$ cat src/verilog/bhms_defines.svh
// Addresses, field positions, reset values and timing figures of the mode sequencer
`ifndef BHMS_DEFINES_SVH
`define BHMS_DEFINES_SVH
`define BHMS_ADDR_EVENT       8'h00
`define BHMS_ADDR_TEMP        8'h01
`define BHMS_ADDR_MAG_LO      8'h02
`define BHMS_ADDR_MAG_HI      8'h03
`define BHMS_ADDR_PAST_MAG    8'h04
`define BHMS_ADDR_CTRL_A      8'h15
`define BHMS_ADDR_CTRL_B      8'h16
`define BHMS_ADDR_CTRL_E      8'h19
`define BHMS_CTRL_A_RUN_BIT   0
`define BHMS_CTRL_B_ORDER_BIT 0
`define BHMS_CTRL_B_TEMP_BIT  1
`define BHMS_CTRL_E_SLEEP_BIT 0
`define BHMS_CTRL_E_MAG_BIT   1
`define BHMS_EVENT_RESET      8'h01
`define BHMS_EVENT_BOOT_BIT   0
`define BHMS_CTRL_RESET       8'h00
`define BHMS_ZERO_BYTE        8'h00
`define BHMS_STRAP_HOST       1'b0
`define BHMS_CLK_MHZ          250
`define BHMS_HIB_DELAY_NS     1000
`define BHMS_HIB_DELAY_CYC    ((`BHMS_HIB_DELAY_NS * `BHMS_CLK_MHZ + 999) / 1000)
`define BHMS_WAKE_FLT_NS      1000
`define BHMS_WAKE_FLT_CYC     ((`BHMS_WAKE_FLT_NS * `BHMS_CLK_MHZ + 999) / 1000)
`define BHMS_BOOT_PULSE_US    1000
`define BHMS_BOOT_PULSE_CYC   ((`BHMS_BOOT_PULSE_US * `BHMS_CLK_MHZ))
`define BHMS_BOOT_SEQ_US      1000
`define BHMS_BOOT_SEQ_CYC     ((`BHMS_BOOT_SEQ_US * `BHMS_CLK_MHZ))
`endif

$ cat src/verilog/bhms_pkg.sv
// Types of the boot and hibernate mode sequencer
package bhms_pkg;
  typedef enum logic [2:0] {
    BHMS_OFF,
    BHMS_BOOT,
    BHMS_PULSE,
    BHMS_STANDBY,
    BHMS_ACTIVE,
    BHMS_HIBERNATE
  } bhms_state_t;
endpackage : bhms_pkg

$ cat src/verilog/bhms_sequencer.sv
// Boot, standby, hibernate and active mode sequencer with its first status registers
//
// Contract
// - Supply at minimum runs boot, then one boot-complete pulse of set width.
// - Host-strapped variant goes to standby after every boot.
// - Writing one to the deep-sleep bit requests hibernate.
// - Hibernate starts about 1us after chip select rises, never mid-transaction.
// - Wake pin toggle, deglitched, reruns boot and its pulse.
// - Writing one to the run bit in standby enters active mode.
// - Read-only event flag register at 00h, resets to 01h.
// - Temperature at 01h; burst skips it while temp include is zero.
// - Magnitude byte at 02h: bits 7:0 or 11:4 by byte order.
// - Burst skips magnitude registers while magnitude enable is zero.
`include "bhms_defines.svh"
`timescale 1ns/10ps
`default_nettype none
module bhms_sequencer
  import bhms_pkg::*;
#(
  parameter int unsigned BOOT_SEQ_CYC   = `BHMS_BOOT_SEQ_CYC,
  parameter int unsigned BOOT_PULSE_CYC = `BHMS_BOOT_PULSE_CYC,
  parameter int unsigned WAKE_FLT_CYC   = `BHMS_WAKE_FLT_CYC,
  parameter int unsigned HIB_DELAY_CYC  = `BHMS_HIB_DELAY_CYC
) (
  // Clock and reset
  input  wire logic        clk,
  input  wire logic        rst,
  // Supply and strap
  input  wire logic        supply_ok,
  input  wire logic        boot_variant_strap,
  // Chip select and wake pin
  input  wire logic        cs_wake_n,
  // Register access from the serial front end
  input  wire logic        reg_wr_en,
  input  wire logic        reg_rd_en,
  input  wire logic [7:0]  reg_addr,
  input  wire logic [7:0]  reg_wdata,
  output logic      [7:0]  reg_rdata,
  output logic      [7:0]  burst_next_addr,
  output logic             reg_ack,
  // Sensor data
  input  wire logic [7:0]  temp_data,
  input  wire logic [11:0] vec_mag,
  // Boot-complete open-drain pin
  output logic             boot_out_o,
  output logic             boot_out_oe,
  // Mode indication
  output logic             mode_standby,
  output logic             mode_active,
  output logic             mode_hibernate
);

  localparam logic [31:0] BOOT_LAST  = 32'(BOOT_SEQ_CYC - 1);
  localparam logic [31:0] PULSE_LAST = 32'(BOOT_PULSE_CYC - 1);
  localparam logic [31:0] WAKE_LAST  = 32'(WAKE_FLT_CYC - 1);
  localparam logic [31:0] HIB_LAST   = 32'(HIB_DELAY_CYC - 1);

  bhms_state_t state_reg, state_next;
  logic [31:0] cnt_reg, cnt_next;
  logic [7:0]  event_reg, event_next;
  logic [7:0]  ctrl_a_reg, ctrl_b_reg, ctrl_e_reg;
  logic        sleep_arm_reg, sleep_arm_next;
  logic        cs_ref_reg;
  logic        strap_reg;
  logic        strap_taken_reg;
  logic [7:0]  rdata_reg;
  logic [7:0]  next_addr_reg;
  logic        ack_reg;

  // Decode
  wire       acc_ok      = (state_reg == BHMS_STANDBY) || (state_reg == BHMS_ACTIVE);
  wire       wr_ok       = reg_wr_en && acc_ok;
  wire       rd_ok       = reg_rd_en && acc_ok;
  wire       wr_ctrl_a   = wr_ok && (reg_addr == `BHMS_ADDR_CTRL_A);
  wire       wr_ctrl_b   = wr_ok && (reg_addr == `BHMS_ADDR_CTRL_B);
  wire       wr_ctrl_e   = wr_ok && (reg_addr == `BHMS_ADDR_CTRL_E);
  wire       rd_event    = rd_ok && (reg_addr == `BHMS_ADDR_EVENT);
  wire       temp_inc    = ctrl_b_reg[`BHMS_CTRL_B_TEMP_BIT];
  wire       byte_order  = ctrl_b_reg[`BHMS_CTRL_B_ORDER_BIT];
  wire       mag_en      = ctrl_e_reg[`BHMS_CTRL_E_MAG_BIT];
  wire       run_bit     = ctrl_a_reg[`BHMS_CTRL_A_RUN_BIT];
  wire       sleep_req   = wr_ctrl_e && reg_wdata[`BHMS_CTRL_E_SLEEP_BIT];
  wire       pulse_done  = (state_reg == BHMS_PULSE) && (cnt_reg == PULSE_LAST);
  wire       host_var    = (strap_reg == `BHMS_STRAP_HOST);
  wire       cs_moved    = (cs_wake_n != cs_ref_reg);
  wire [7:0] mag_byte    = byte_order ? vec_mag[11:4] : vec_mag[7:0];
  wire [7:0] after_mag   = mag_en ? `BHMS_ADDR_MAG_LO : `BHMS_ADDR_PAST_MAG;
  wire [7:0] after_event = temp_inc ? `BHMS_ADDR_TEMP : after_mag;
  wire [7:0] addr_plus   = reg_addr + 8'h01;

  // Read mux; unmapped addresses read as zero
  logic [7:0] rd_mux;
  logic [7:0] nxt_mux;
  always_comb begin
    case (reg_addr)
      `BHMS_ADDR_EVENT:  rd_mux = event_reg;
      `BHMS_ADDR_TEMP:   rd_mux = temp_data;
      `BHMS_ADDR_MAG_LO: rd_mux = mag_byte;
      `BHMS_ADDR_CTRL_A: rd_mux = ctrl_a_reg;
      `BHMS_ADDR_CTRL_B: rd_mux = ctrl_b_reg;
      `BHMS_ADDR_CTRL_E: rd_mux = ctrl_e_reg;
      default:           rd_mux = `BHMS_ZERO_BYTE;
    endcase
    case (reg_addr)
      `BHMS_ADDR_EVENT: nxt_mux = after_event;
      `BHMS_ADDR_TEMP:  nxt_mux = after_mag;
      default:          nxt_mux = addr_plus;
    endcase
  end

  // Boot-complete event sets the flag and wins over a clearing read
  always_comb begin
    event_next = event_reg;
    if (rd_event) begin
      event_next[`BHMS_EVENT_BOOT_BIT] = 1'b0;
    end
    if (pulse_done) begin
      event_next[`BHMS_EVENT_BOOT_BIT] = 1'b1;
    end
  end

  // Mode sequencing
  always_comb begin
    state_next     = state_reg;
    cnt_next       = cnt_reg + 32'h1;
    sleep_arm_next = sleep_arm_reg || sleep_req;
    case (state_reg)
      BHMS_OFF: begin
        cnt_next = '0;
        if (supply_ok && strap_taken_reg) begin
          state_next = BHMS_BOOT;
        end
      end
      BHMS_BOOT: begin
        sleep_arm_next = 1'b0;
        if (cnt_reg == BOOT_LAST) begin
          state_next = BHMS_PULSE;
          cnt_next   = '0;
        end
      end
      BHMS_PULSE: begin
        if (pulse_done) begin
          // Other strap variant is not supported here; it parks in hibernate
          state_next = host_var ? BHMS_STANDBY : BHMS_HIBERNATE;
          cnt_next   = '0;
        end
      end
      BHMS_STANDBY, BHMS_ACTIVE: begin
        // Delay only counts once chip select is released after the request
        if (!sleep_arm_reg || !cs_wake_n) begin
          cnt_next = '0;
        end else if (cnt_reg == HIB_LAST) begin
          state_next = BHMS_HIBERNATE;
          cnt_next   = '0;
        end
        if (state_next != BHMS_HIBERNATE) begin
          state_next = run_bit ? BHMS_ACTIVE : BHMS_STANDBY;
        end
      end
      BHMS_HIBERNATE: begin
        sleep_arm_next = 1'b0;
        // A glitch back to the old level restarts the filter
        if (!cs_moved) begin
          cnt_next = '0;
        end else if (cnt_reg == WAKE_LAST) begin
          state_next = BHMS_BOOT;
          cnt_next   = '0;
        end
      end
      default: begin
        state_next = BHMS_OFF;
        cnt_next   = '0;
      end
    endcase
    if (!supply_ok) begin
      state_next = BHMS_OFF;
    end
  end

  always_ff @(posedge clk or posedge rst) begin
    if (rst) begin
      state_reg     <= BHMS_OFF;
      cnt_reg       <= '0;
      sleep_arm_reg <= 1'b0;
      event_reg     <= `BHMS_EVENT_RESET;
    end else begin
      state_reg     <= state_next;
      cnt_reg       <= cnt_next;
      sleep_arm_reg <= sleep_arm_next;
      event_reg     <= event_next;
    end
  end

  // Strap caught on the first edge after reset release
  always_ff @(posedge clk or posedge rst) begin
    if (rst) begin
      strap_reg       <= 1'b0;
      strap_taken_reg <= 1'b0;
    end else if (!strap_taken_reg) begin
      strap_reg       <= boot_variant_strap;
      strap_taken_reg <= 1'b1;
    end
  end

  // Wake reference level follows the pin outside hibernate
  always_ff @(posedge clk or posedge rst) begin
    if (rst) begin
      cs_ref_reg <= 1'b1;
    end else if (state_reg != BHMS_HIBERNATE) begin
      cs_ref_reg <= cs_wake_n;
    end
  end

  // Control registers return to defaults on every boot
  always_ff @(posedge clk or posedge rst) begin
    if (rst) begin
      ctrl_a_reg <= `BHMS_CTRL_RESET;
      ctrl_b_reg <= `BHMS_CTRL_RESET;
      ctrl_e_reg <= `BHMS_CTRL_RESET;
    end else if (state_reg == BHMS_BOOT) begin
      ctrl_a_reg <= `BHMS_CTRL_RESET;
      ctrl_b_reg <= `BHMS_CTRL_RESET;
      ctrl_e_reg <= `BHMS_CTRL_RESET;
    end else begin
      if (wr_ctrl_a) begin
        ctrl_a_reg <= reg_wdata;
      end
      if (wr_ctrl_b) begin
        ctrl_b_reg <= reg_wdata;
      end
      if (wr_ctrl_e) begin
        ctrl_e_reg <= reg_wdata;
      end
    end
  end

  // Read data and burst address registered one cycle after the strobe
  always_ff @(posedge clk or posedge rst) begin
    if (rst) begin
      rdata_reg     <= `BHMS_ZERO_BYTE;
      next_addr_reg <= `BHMS_ZERO_BYTE;
      ack_reg       <= 1'b0;
    end else begin
      ack_reg <= wr_ok || rd_ok;
      if (rd_ok) begin
        rdata_reg     <= rd_mux;
        next_addr_reg <= nxt_mux;
      end
    end
  end

  assign reg_rdata       = rdata_reg;
  assign burst_next_addr = next_addr_reg;
  assign reg_ack         = ack_reg;
  assign boot_out_o      = 1'b0;
  assign boot_out_oe     = (state_reg == BHMS_PULSE);
  assign mode_standby    = (state_reg == BHMS_STANDBY);
  assign mode_active     = (state_reg == BHMS_ACTIVE);
  assign mode_hibernate  = (state_reg == BHMS_HIBERNATE);

endmodule : bhms_sequencer
`default_nettype wire
$ cat config.mk
export PLATFORM = sky130hd
export DESIGN_NAME = bhms_sequencer
export DESIGN_NICKNAME = d
export VERILOG_FILES = /design/src/verilog/bhms_pkg.sv /design/src/verilog/bhms_sequencer.sv
export VERILOG_INCLUDE_DIRS = /design/src /design/src/verilog
export SDC_FILE = /design/constraint.sdc
export NUM_CORES = 1
export LEC_CHECK = 0
export ABC_AREA = 0
export BUFFER_PORTS_ARGS = -buffer_cell sky130_fd_sc_hd__buf_2
export CAP_MARGIN = 20
export CELL_PAD_IN_SITES_DETAIL_PLACEMENT = 0
export CELL_PAD_IN_SITES_GLOBAL_PLACEMENT = 1
export CORE_ASPECT_RATIO = 0.7
export CORE_MARGIN = 2
export CORE_UTILIZATION = 47
export DETAILED_ROUTE_END_ITERATION = 16
export GPL_TIMING_DRIVEN = 0
export PLACE_DENSITY = 0.83
export REMOVE_ABC_BUFFERS = 1
export SKIP_CTS_REPAIR_TIMING = 1
export SLEW_MARGIN = 5
export SYNTH_ARGS = -nofsm -noshare
export SYNTH_HDL_FRONTEND = slang
export SYNTH_SLANG_ARGS = --single-unit
$ cat constraint.sdc
create_clock -name clk -period 5.85 [get_ports clk]
set_input_delay 0 -clock clk [delete_from_list [all_inputs] [get_ports clk]]
set_output_delay 0 -clock clk [all_outputs]
set_load 0.05 [all_outputs]
=== Word level (Yosys, flattened, before mapping) ===
Index checks and enable logic that the tools add are counted.
Widths: inputs -> output; s select.

* Register bits: 81
* Bits of input ports: 43
* Output and inout port bits: 22
* Logic and storage cells: 92

* $add $sub $neg: 2
* Eq/ne operators: 20
* Multiplexer cells: 33
* Reduce and logical (&&, ||, !) cells: 24

{| class="wikitable"
|+ Operators with widths
! operator !! count
|-
| $mux 32 || 5
|-
| $pmux 32 s4 || 1
|-
| $mux 8 || 7
|-
| $pmux 8 s6 || 1
|-
| $mux 3 || 14
|-
| $add 32x1->32 const B || 1
|-
| $eq 32x18->1 const B || 1
|-
| $eq 32x8->1 const B || 1
|-
| $eq 8x5->1 const B || 3
|-
| $pmux 8 s2 || 1
|-
| $pmux 3 s5 || 1
|-
| $ne 3x3->1 const B || 4
|-
| $logic_and 1x1->1 || 9
|-
| $ne 3x2->1 const B || 3
|-
| $add 8x1->8 const B || 1
|-
| $eq 8x1->1 const B || 1
|-
| $eq 8x2->1 const B || 1
|-
| $logic_not 8->1 || 1
|-
| $reduce_bool 2->1 || 4
|-
| $eq 3x2->1 const B || 2
|-
| $eq 3x3->1 const B || 2
|-
| $reduce_and 5->1 || 1
|-
| $logic_or 1x1->1 || 4
|-
| $reduce_or 2->1 || 2
|-
| other kinds (5) || 8
|}

=== Depth between registers and ports, before layout ===
Gate-level depths: netlist of run 1.

* Word-level depth: 8
* Depth in mapped cells: 8
* Gate-level depth less buffers: 8

=== Least setup slack after synthesis of run 1 ===
OpenSTA, ideal clock, no wires.

* Path type: register to register
* Start: reg state_reg[1]
* End: reg cnt_reg[9]
* Library setup time: 0.072 ns
* Arrival: 2.117 ns
* Data required time: 5.778 ns
* Setup slack: 3.661 ns
* Cell stages (with the launch flop): 8
* Buffers on the path: 2
* Period minus slack after synthesis: 2.189 ns
* Path through: dfrtp_1 -> buf_2 -> nor2b_1 -> nor2b_1 -> nor2_1 -> o22a_2 -> buf_2 -> nor2_1

* Longest elaborated chain between the ends: 4
* Elaborated cells on any way between the ends: 9
* Classes of those cells: eq/ne: 5; mux: 2; reduce/logical: 2

{| class="wikitable"
|+ Ends and longest elaborated chain
! element !! RTL line !! source
|-
| start: declaration || bhms_sequencer.sv:58 || <nowiki>bhms_state_t state_reg, state_next;</nowiki>
|-
| start signal: assignment || bhms_sequencer.sv:187 || <nowiki>state_reg <= state_next;</nowiki>
|-
| $eq 3x2->1 (*) || -- ||
|-
| named net boot_out_oe || bhms_sequencer.sv:46 || <nowiki>output logic boot_out_oe,</nowiki>
|-
| $logic_and 1x1->1 || bhms_sequencer.sv:83 || <nowiki>wire pulse_done = (state_reg == BHMS_PULSE) && (cnt_reg == PULSE_LAST);</nowiki>
|-
| $mux 32 || bhms_sequencer.sv:142 || <nowiki>if (pulse_done) begin</nowiki>
|-
| $pmux 32 s4 (*) || bhms_sequencer.sv:127 || <nowiki>case (state_reg)</nowiki>
|-
| named net cnt_next[9] || bhms_sequencer.sv:59 || <nowiki>logic [31:0] cnt_reg, cnt_next;</nowiki>
|-
| end signal: assignment || bhms_sequencer.sv:188 || <nowiki>cnt_reg <= cnt_next;</nowiki>
|-
| end: declaration || bhms_sequencer.sv:59 ||
|}

The timed path passes the listed nets; every way through them passes the cells marked *.
A chain may end at the register's enable or synchronous reset.

=== Final worst setup path of run 1 ===
* Start: reg state_reg[0]
* End: reg ctrl_a_reg[5]

* Longest elaborated chain between the ends: 5
* Elaborated cells on any way between the ends: 8
* Classes of those cells: eq/ne: 3; mux: 1; reduce/logical: 4

{| class="wikitable"
|+ Ends and longest elaborated chain
! element !! RTL line !! source
|-
| $eq 3x2->1 / $eq 3x3->1 (equally long branches) || bhms_sequencer.sv:71 || <nowiki>wire acc_ok = (state_reg == BHMS_STANDBY) || (state_reg == BHMS_ACTIVE);</nowiki>
|-
| $logic_or 1x1->1 || bhms_sequencer.sv:71 ||
|-
| $logic_and 1x1->1 || bhms_sequencer.sv:72 || <nowiki>wire wr_ok = reg_wr_en && acc_ok;</nowiki>
|-
| $logic_and 1x1->1 || bhms_sequencer.sv:74 || <nowiki>wire wr_ctrl_a = wr_ok && (reg_addr == `BHMS_ADDR_CTRL_A);</nowiki>
|-
| $reduce_bool 2->1 (no line) || -- ||
|-
| end signal: assignment || bhms_sequencer.sv:217 || <nowiki>ctrl_a_reg <= `BHMS_CTRL_RESET;</nowiki>
|-
| end signal: assignment || bhms_sequencer.sv:221 || <nowiki>ctrl_a_reg <= `BHMS_CTRL_RESET;</nowiki>
|-
| end signal: assignment || bhms_sequencer.sv:226 || <nowiki>ctrl_a_reg <= reg_wdata;</nowiki>
|-
| end: declaration || bhms_sequencer.sv:61 || <nowiki>logic [7:0] ctrl_a_reg, ctrl_b_reg, ctrl_e_reg;</nowiki>
|}

Several ways; a longest one is shown, not always the timed one.

==> reports/qor.csv, run 1 <==
metric,value,unit
Area contributors post-synth,"dfrtp_1 46%, mux2i_1 6.2%, xor2_1 5.3%",
I/O pins,65,
"FF+latch count, synth",81,
crit path buf inv count,0,
"non-filler cells, final",639,
CP dominant cell by count,nor2b_1,
Initial Util,48.14,%
total track usage,21.13,%
setup repair after global routing missed its margin,false,
worst slew pin tran,1.038,ns
total wire length,10.13,mm
Die Wd,118.7,um
Async SR Flop Fraction,100.0,%
Die Ht,84.32,um
First-pass DRT Iterations,5,
post-synth top area share,45.64,%
Crit Path Class,reg -> reg,
initial antenna violation count,0,
cell family with most CP delay,simple AND/OR/NAND/NOR gates,
switching share of power,30.35,%
clock share of power,39.3,%
gr ovfl total,0,
Synth Warn #,0,
vias in the first global route,3376,
"Cell Chain, Critical Path",nor2b_1 > a21o_1 > nand2_1 > nor2b_1 > mux2i_1 > nor2_1,
CP Depth,6,
largest net degree at the start of global routing,70,
Syn Inst Count,443,
skew final,0.007585,ns
total power,1.447,mW
relative slew slack,30.64,%
part of the power in registers,42.9,%
max cap viols,0,
cell with the most instances after synthesis,dfrtp_1,
CP max stage cell,nor2b_1,
Final Slew Violations,0,
class of the worst hold path,in -> reg,
hold path cells,2,
maximum VDD drop,0.1685,mV
Root Buffer,clkbuf_16,
"antenna viol nets, final",0,
drt via density,5.490,
cell area after synthesis,0.004332,mm^2
post-route minimum period,2.503,ns
placed cells,611,
post-synth top area cell,dfrtp_1,
htree depth,3,
fmax,399.4,MHz
"Max FO, Critical Path",12,
max FFs per register,32,
final worst path period share,42.79,%
# diodes,0,
first-pass GRT wire length,16.73,mm
Layout Nets,559,
Worst Setup End Kind,register,
Final Hold Fails,0,
final setup vio count,0,
clk_lat worst skew,0.33,ns
DPL Wire Length,7.246,mm
Post-synth EDFFs,0,
WL per Instance,15.85,um
layout cells sized above 1,18.83,%
# DRC,0,
R2R depth,6,
Unique masters post-synth,53,
WP data arrival,2.72,ns
# port buffers,63,
combinational share of power,17.8,%
P per Cell Area,280.1,mW/mm^2
CP max stage delay,0.81,ns
Longest Clk Path Bufs,2,
Leak,2.290,nW
Most used DFF post-synth,dfrtp_1,
Num CTS Buffers,9,
Via Count,3508,
switching power,0.4392,mW
core area,0.008999,mm^2
num rows,29,
Worst-path clk slew,0.06,ns
syn avg cell area,9.778,um^2
internal power,1.008,mW
Sum Neg Setup Slack,0,ns
status,finished clean,
iteration-0 DRC count of the detailed router,272,
full die area,0.01001,mm^2
most frequent cells after synthesis,"79 x dfrtp_1, 57 x nor2_1, 50 x nand2_1",
crit path launch type,register,
sinks on the clock net,81,
GP Congestion,0.7925,
Critical Path RT,6.07,ns
CTS tree,built,
register area share after synthesis,46.85,%
Synth-to-Final Area Change,19.30,%
==> power groups by stage <==
stage / registers, mW / logic, mW / clock network [mW]
5_1_grt: 0.625 / 0.276 / 0.609
3_5_place_dp: 0.631 / 0.254 / 0
4_1_cts: 0.621 / 0.254 / 0.584
3_3_place_gp: 0.628 / 0.245 / 0
2_1_floorplan: 0.726 / 0.0751 / 0
6_report: 0.620 / 0.258 / 0.569
==> final timing paths <==
| path | startpoint | to | slack [ns] |
|---|---|---|---|
| max | state_reg[0] | ctrl_a_reg[5] | 3.35 |
| max in group asynchronous | rst | cs_ref_reg | 5.10 |
| min reg2reg | burst_next_addr[6] | burst_next_addr[6] | 0.48 |
| max reg2reg | state_reg[0] | ctrl_a_reg[5] | 3.35 |
| min | cs_wake_n | cs_ref_reg | 0.02 |
| min in group asynchronous | rst | cnt_reg[29] | 0.13 |
==> per-layer routing <==
metal  GRT usage, %  vias up  wire [um]
li1               -     1699          -
met1          32.33     1696       5121
met2          29.94      106       4377
met3          4.552        7        548
met4          6.169        0         77
met5              0        -          0
==> per-stage QoR <==
stage	worst slack (ns)	utilization, %	area [um^2]	hold slack, ns
floorplan	3.280	-	4224	0.1221
global placement	2.811	52.17	4695	0.2341
detailed placement	3.368	52.70	4742	-0.06760
CTS	3.337	56.09	5047	-0.4296
global route	3.148	57.42	5167	0.01021
finish	3.347	57.42	5167	0.01570
==> cell type report <==
| cell class | instances | area [um^2] |
|---|---|---|
| Tap cell | 124 | 155.1 |
| Inverter | 10 | 40.04 |
| Clock inverter | 5 | 62.56 |
| Multi-Input combinational cell | 331 | 2160 |
| Fill cell | 807 | 3831 |
| Timing Repair Buffer | 77 | 478.0 |
| Clock buffer | 11 | 242.7 |
| Sequential cell | 81 | 2029 |
==> kinds of logic (layout without fill, tap and decap cells) <==
group / after synthesis / count (layout) / share of synthesized area (%)
buffers and inverters: 31 / 103 / 3.351
other: 2 / 2 / 0.1734
flip-flops: 81 / 81 / 46.85
AND/OR/NAND/NOR: 191 / 191 / 22.47
XOR/XNOR: 37 / 37 / 7.481
multiplexers: 29 / 29 / 6.759
adder cells (fa/ha/maj): 6 / 6 / 1.733
AO/OA/AOI/OAI: 66 / 66 / 11.18
==> cell usage in the layout, fill, tap and decap left out, drive strengths merged, types with 3 or more instances in the layout <==
| cell | count |
|---|---|
| nor2 | 57 |
| nand2 | 50 |
| xnor2 | 11 |
| nand4 | 7 |
| o21bai | 3 |
| xor2 | 26 |
| buf | 65 |
| and3 | 7 |
| nor2b | 8 |
| a21oi | 13 |
| a22o | 8 |
| o211ai | 7 |
| a22oi | 4 |
| nor4 | 9 |
| ha | 6 |
| dlygate4sd3 | 12 |
| and4 | 6 |
| inv | 11 |
| clkbuf | 11 |
| a222oi | 8 |
| and2 | 4 |
| o21ai | 12 |
| nor3 | 7 |
| dfrtp | 79 |
| nand3 | 24 |
| nor4b | 4 |
| mux2i | 27 |
No activity file was read; power rests on OpenSTA's default activity.
==> inputs of run 2 (changes only) <==
Settings changed: ABC_AREA 0 to 1, CORE_UTILIZATION 47 to 38, PLACE_DENSITY 0.83 to 0.76.
Clock period 5.85 ns to 2.3 ns, I/O delays scaled along.
==> run 2 against run 1 <==
  * The flow now finishes with violations (hold timing)
  * Register-to-register slack worse by 3.1 ns
  * Synthesized cell count is 55% higher
  * Die area is 38% higher
  * Largest power group unchanged
  * Clock power grew to 2.6 times the previous value
  * Critical path depth is 4 higher
  * First-iteration DRC count is 14% higher
  * Fmax is 20% higher
  * Hold slack worse by 0.033 ns
  * Sequential power grew to 3.0 times the previous value
  * Sequential share of layout area is 4.2 points lower
  * Core utilization is 11 points lower
  * Non-clock buffer count is 2 lower
==> reports/qor.csv, run 2 <==
metric,value,unit
largest family of logic cells by synthesized area,simple AND/OR/NAND/NOR gates,
post-synth top area cell,dfrtp_1,
Final Cell Area,0.005782,mm^2
Critical Path RT,2.51,ns
status,finished with violations,
"antenna viol nets, final",0,
I/O pins,65,
Root Buffer,clkbuf_16,
Post-Synth Simple-Gate Area,34.82,%
syn avg cell area,7.129,um^2
gr ovfl total,0,
max cap viols,0,
htree depth,3,
Die Ht,98.85,um
fraction of the mapped netlist area in compound gates,7.328,%
First-pass DRT Iterations,5,
Area contributors post-synth,"dfrtp_1 40%, nand2_1 16%, inv_1 7.5%",
Placed Area,0.005354,mm^2
CP max stage delay,0.39,ns
most frequent cells in the layout,"208 x nand2_1, 96 x inv_1, 84 x nor2_1, 79 x dfrtp_1, 63 x buf_2",
Hold WS,-0.01759,ns
WP data arrival,2.30,ns
worst slew pin tran,0.6829,ns
# diodes,0,
vias in the first global route,4382,
setup repair after global routing missed its margin,false,
Synth Area in XOR/XNOR,3.408,%
Final Hold Fails,7,
"commonest non-fill, non-tap cell in the layout",nand2_1,
"Cell Chain, Critical Path",ha_1 > nand2_1 > nor2_1 > nand4_1 > nor2_1 > nand2_1 > nand2_1 > nand2_2 > clkinv_2 > nor2_1,
Unique masters post-synth,36,
skew final,0.01081,ns
"FF+latch count, synth",81,
final worst path period share,90.97,%
total track usage,20.38,%
Adder-Cell Fraction of Synth Area,1.537,%
full die area,0.01379,mm^2
core area,0.01246,mm^2
Most used DFF post-synth,dfrtp_1,
Layout Nets,809,
most frequent cells after synthesis,"210 x nand2_1, 98 x inv_1, 84 x nor2_1",
FILL cells,1321,
mux contribution to synthesized area,1.384,%
total wire length,13.33,mm
Synth-to-Final Area Change,18.40,%
iteration-0 DRC count of the detailed router,310,
post-layout util,46.39,%
first-pass GRT wire length,22.19,mm
Worst Setup End Kind,register,
max FFs per register,32,
Worst-path clk slew,0.07,ns
drt via density,4.915,
Longest Clk Path Bufs,2,
sinks on the clock net,81,
fmax,477.9,MHz
clk_lat worst skew,0.35,ns
post-route minimum period,2.092,ns
Leak,2.926,nW
# DRC,0,
final setup vio count,0,
P per Cell Area,839.6,mW/mm^2
Num CTS Buffers,9,
maximum VDD drop,0.4812,mV
largest net degree at the start of global routing,56,
area occupied by multi-input gates,0.002385,mm^2
CP max stage cell,dfrtp_1,
register area share after synthesis,41.56,%
GP Congestion,0.8990,
DPL Wire Length,10.18,mm
Post-synth EDFFs,0,
failing checks,hold timing,
"Max FO, Critical Path",21,
relative slew slack,54.46,%
# port buffers,63,
Via Count,4556,
crit path launch type,register,
Syn Inst Count,685,
Die Wd,139.5,um
flip-flop and latch area,0.002029,mm^2
Initial Util,39.18,%
Synth Warn #,0,
class of the worst hold path,in -> reg,
WL per Instance,14.38,um
cell with the most instances after synthesis,nand2_1,
cell family with most CP delay,simple AND/OR/NAND/NOR gates,
total power,4.855,mW
layout cells sized above 1,16.60,%
Sum Neg Setup Slack,0,ns
Final Slew Violations,0,
CTS tree,built,
post-synth top area share,40.48,%
initial antenna violation count,0,
crit path buf inv count,1,
Crit Path Class,reg -> reg,
num rows,34,
Async SR Flop Fraction,100.0,%
cell area after synthesis,0.004883,mm^2
run 2: cell types whose count changed after synthesis, moves of 11 or more:
cell     before  now
xnor2_1      11    0
nand4_1       7   19
o21ai_0      12   43
nand3_1      24   35
nor2_1       57   84
nand2_1      50  210
mux2i_1      27    0
inv_1        10   98
run 2: layout make-up:
| class | count | area share (%) |
|---|---|---|
| timing repair buffer | 75 | 7.834 |
| sequential | 81 | 35.10 |
| inverter | 107 | 7.076 |
| multi-input combinational | 486 | 41.25 |
| clock buffer | 9 | 3.895 |
| tap | 162 | 3.506 |
| clock inverter | 7 | 1.342 |
run 2: cell families (layout without fill, tap and decap cells):
group | count (synthesis) | count (layout)
simple gates | 389 | 389
flops | 81 | 81
mux | 6 | 6
other cells | 2 | 2
buf+inv | 118 | 198
compound gates | 64 | 64
fa+ha+maj | 6 | 6
xor+xnor | 19 | 19
run 2: worst min-delay path, cell delays in order:
cell and delay, ns:
buf_2 0.10, nand2_1 0.09, o21ai_0 0.09
run 2: path summary, 6_finish.rpt:
check,slack (ns),from,endpoint,cells past startpoint
min in group asynchronous,0.20,rst,burst_next_addr[7],3
setup reg to reg,0.21,cnt_reg[0],cnt_reg[17],10
hold / removal,-0.02,reg_wdata[7],ctrl_e_reg[7],3
hold reg to reg,0.44,cnt_reg[31],cnt_reg[31],1
setup / recovery,0.21,cnt_reg[0],cnt_reg[17],10
max in group asynchronous,1.45,rst,cs_ref_reg,4
run 2: metal layers:
metal	global-route usage, %	share of wire (%)	up-vias
met5	0	0	-
met4	5.672	1.3	0
met3	4.665	5.5	12
met2	28.51	40	112
met1	31.28	53	2136
li1	-	-	2296
run 2: stage by stage:
step	setup WS (ns)	std cells
after floorplan	0.2232	674
after global placement	-0.9318	899
after detailed placement	-0.3897	900
after CTS	-0.4156	916
after global routing	0.004128	927
final	0.2076	927
run 2: power by group:
group	internal [mW]	total, mW	leakage, nW	switching, mW
Clock	0.851	1.48	0.146	0.631
Sequential	1.72	1.89	1.08	0.170
Combinational	0.421	1.49	1.70	1.07
Total	2.99	4.85	2.93	1.87
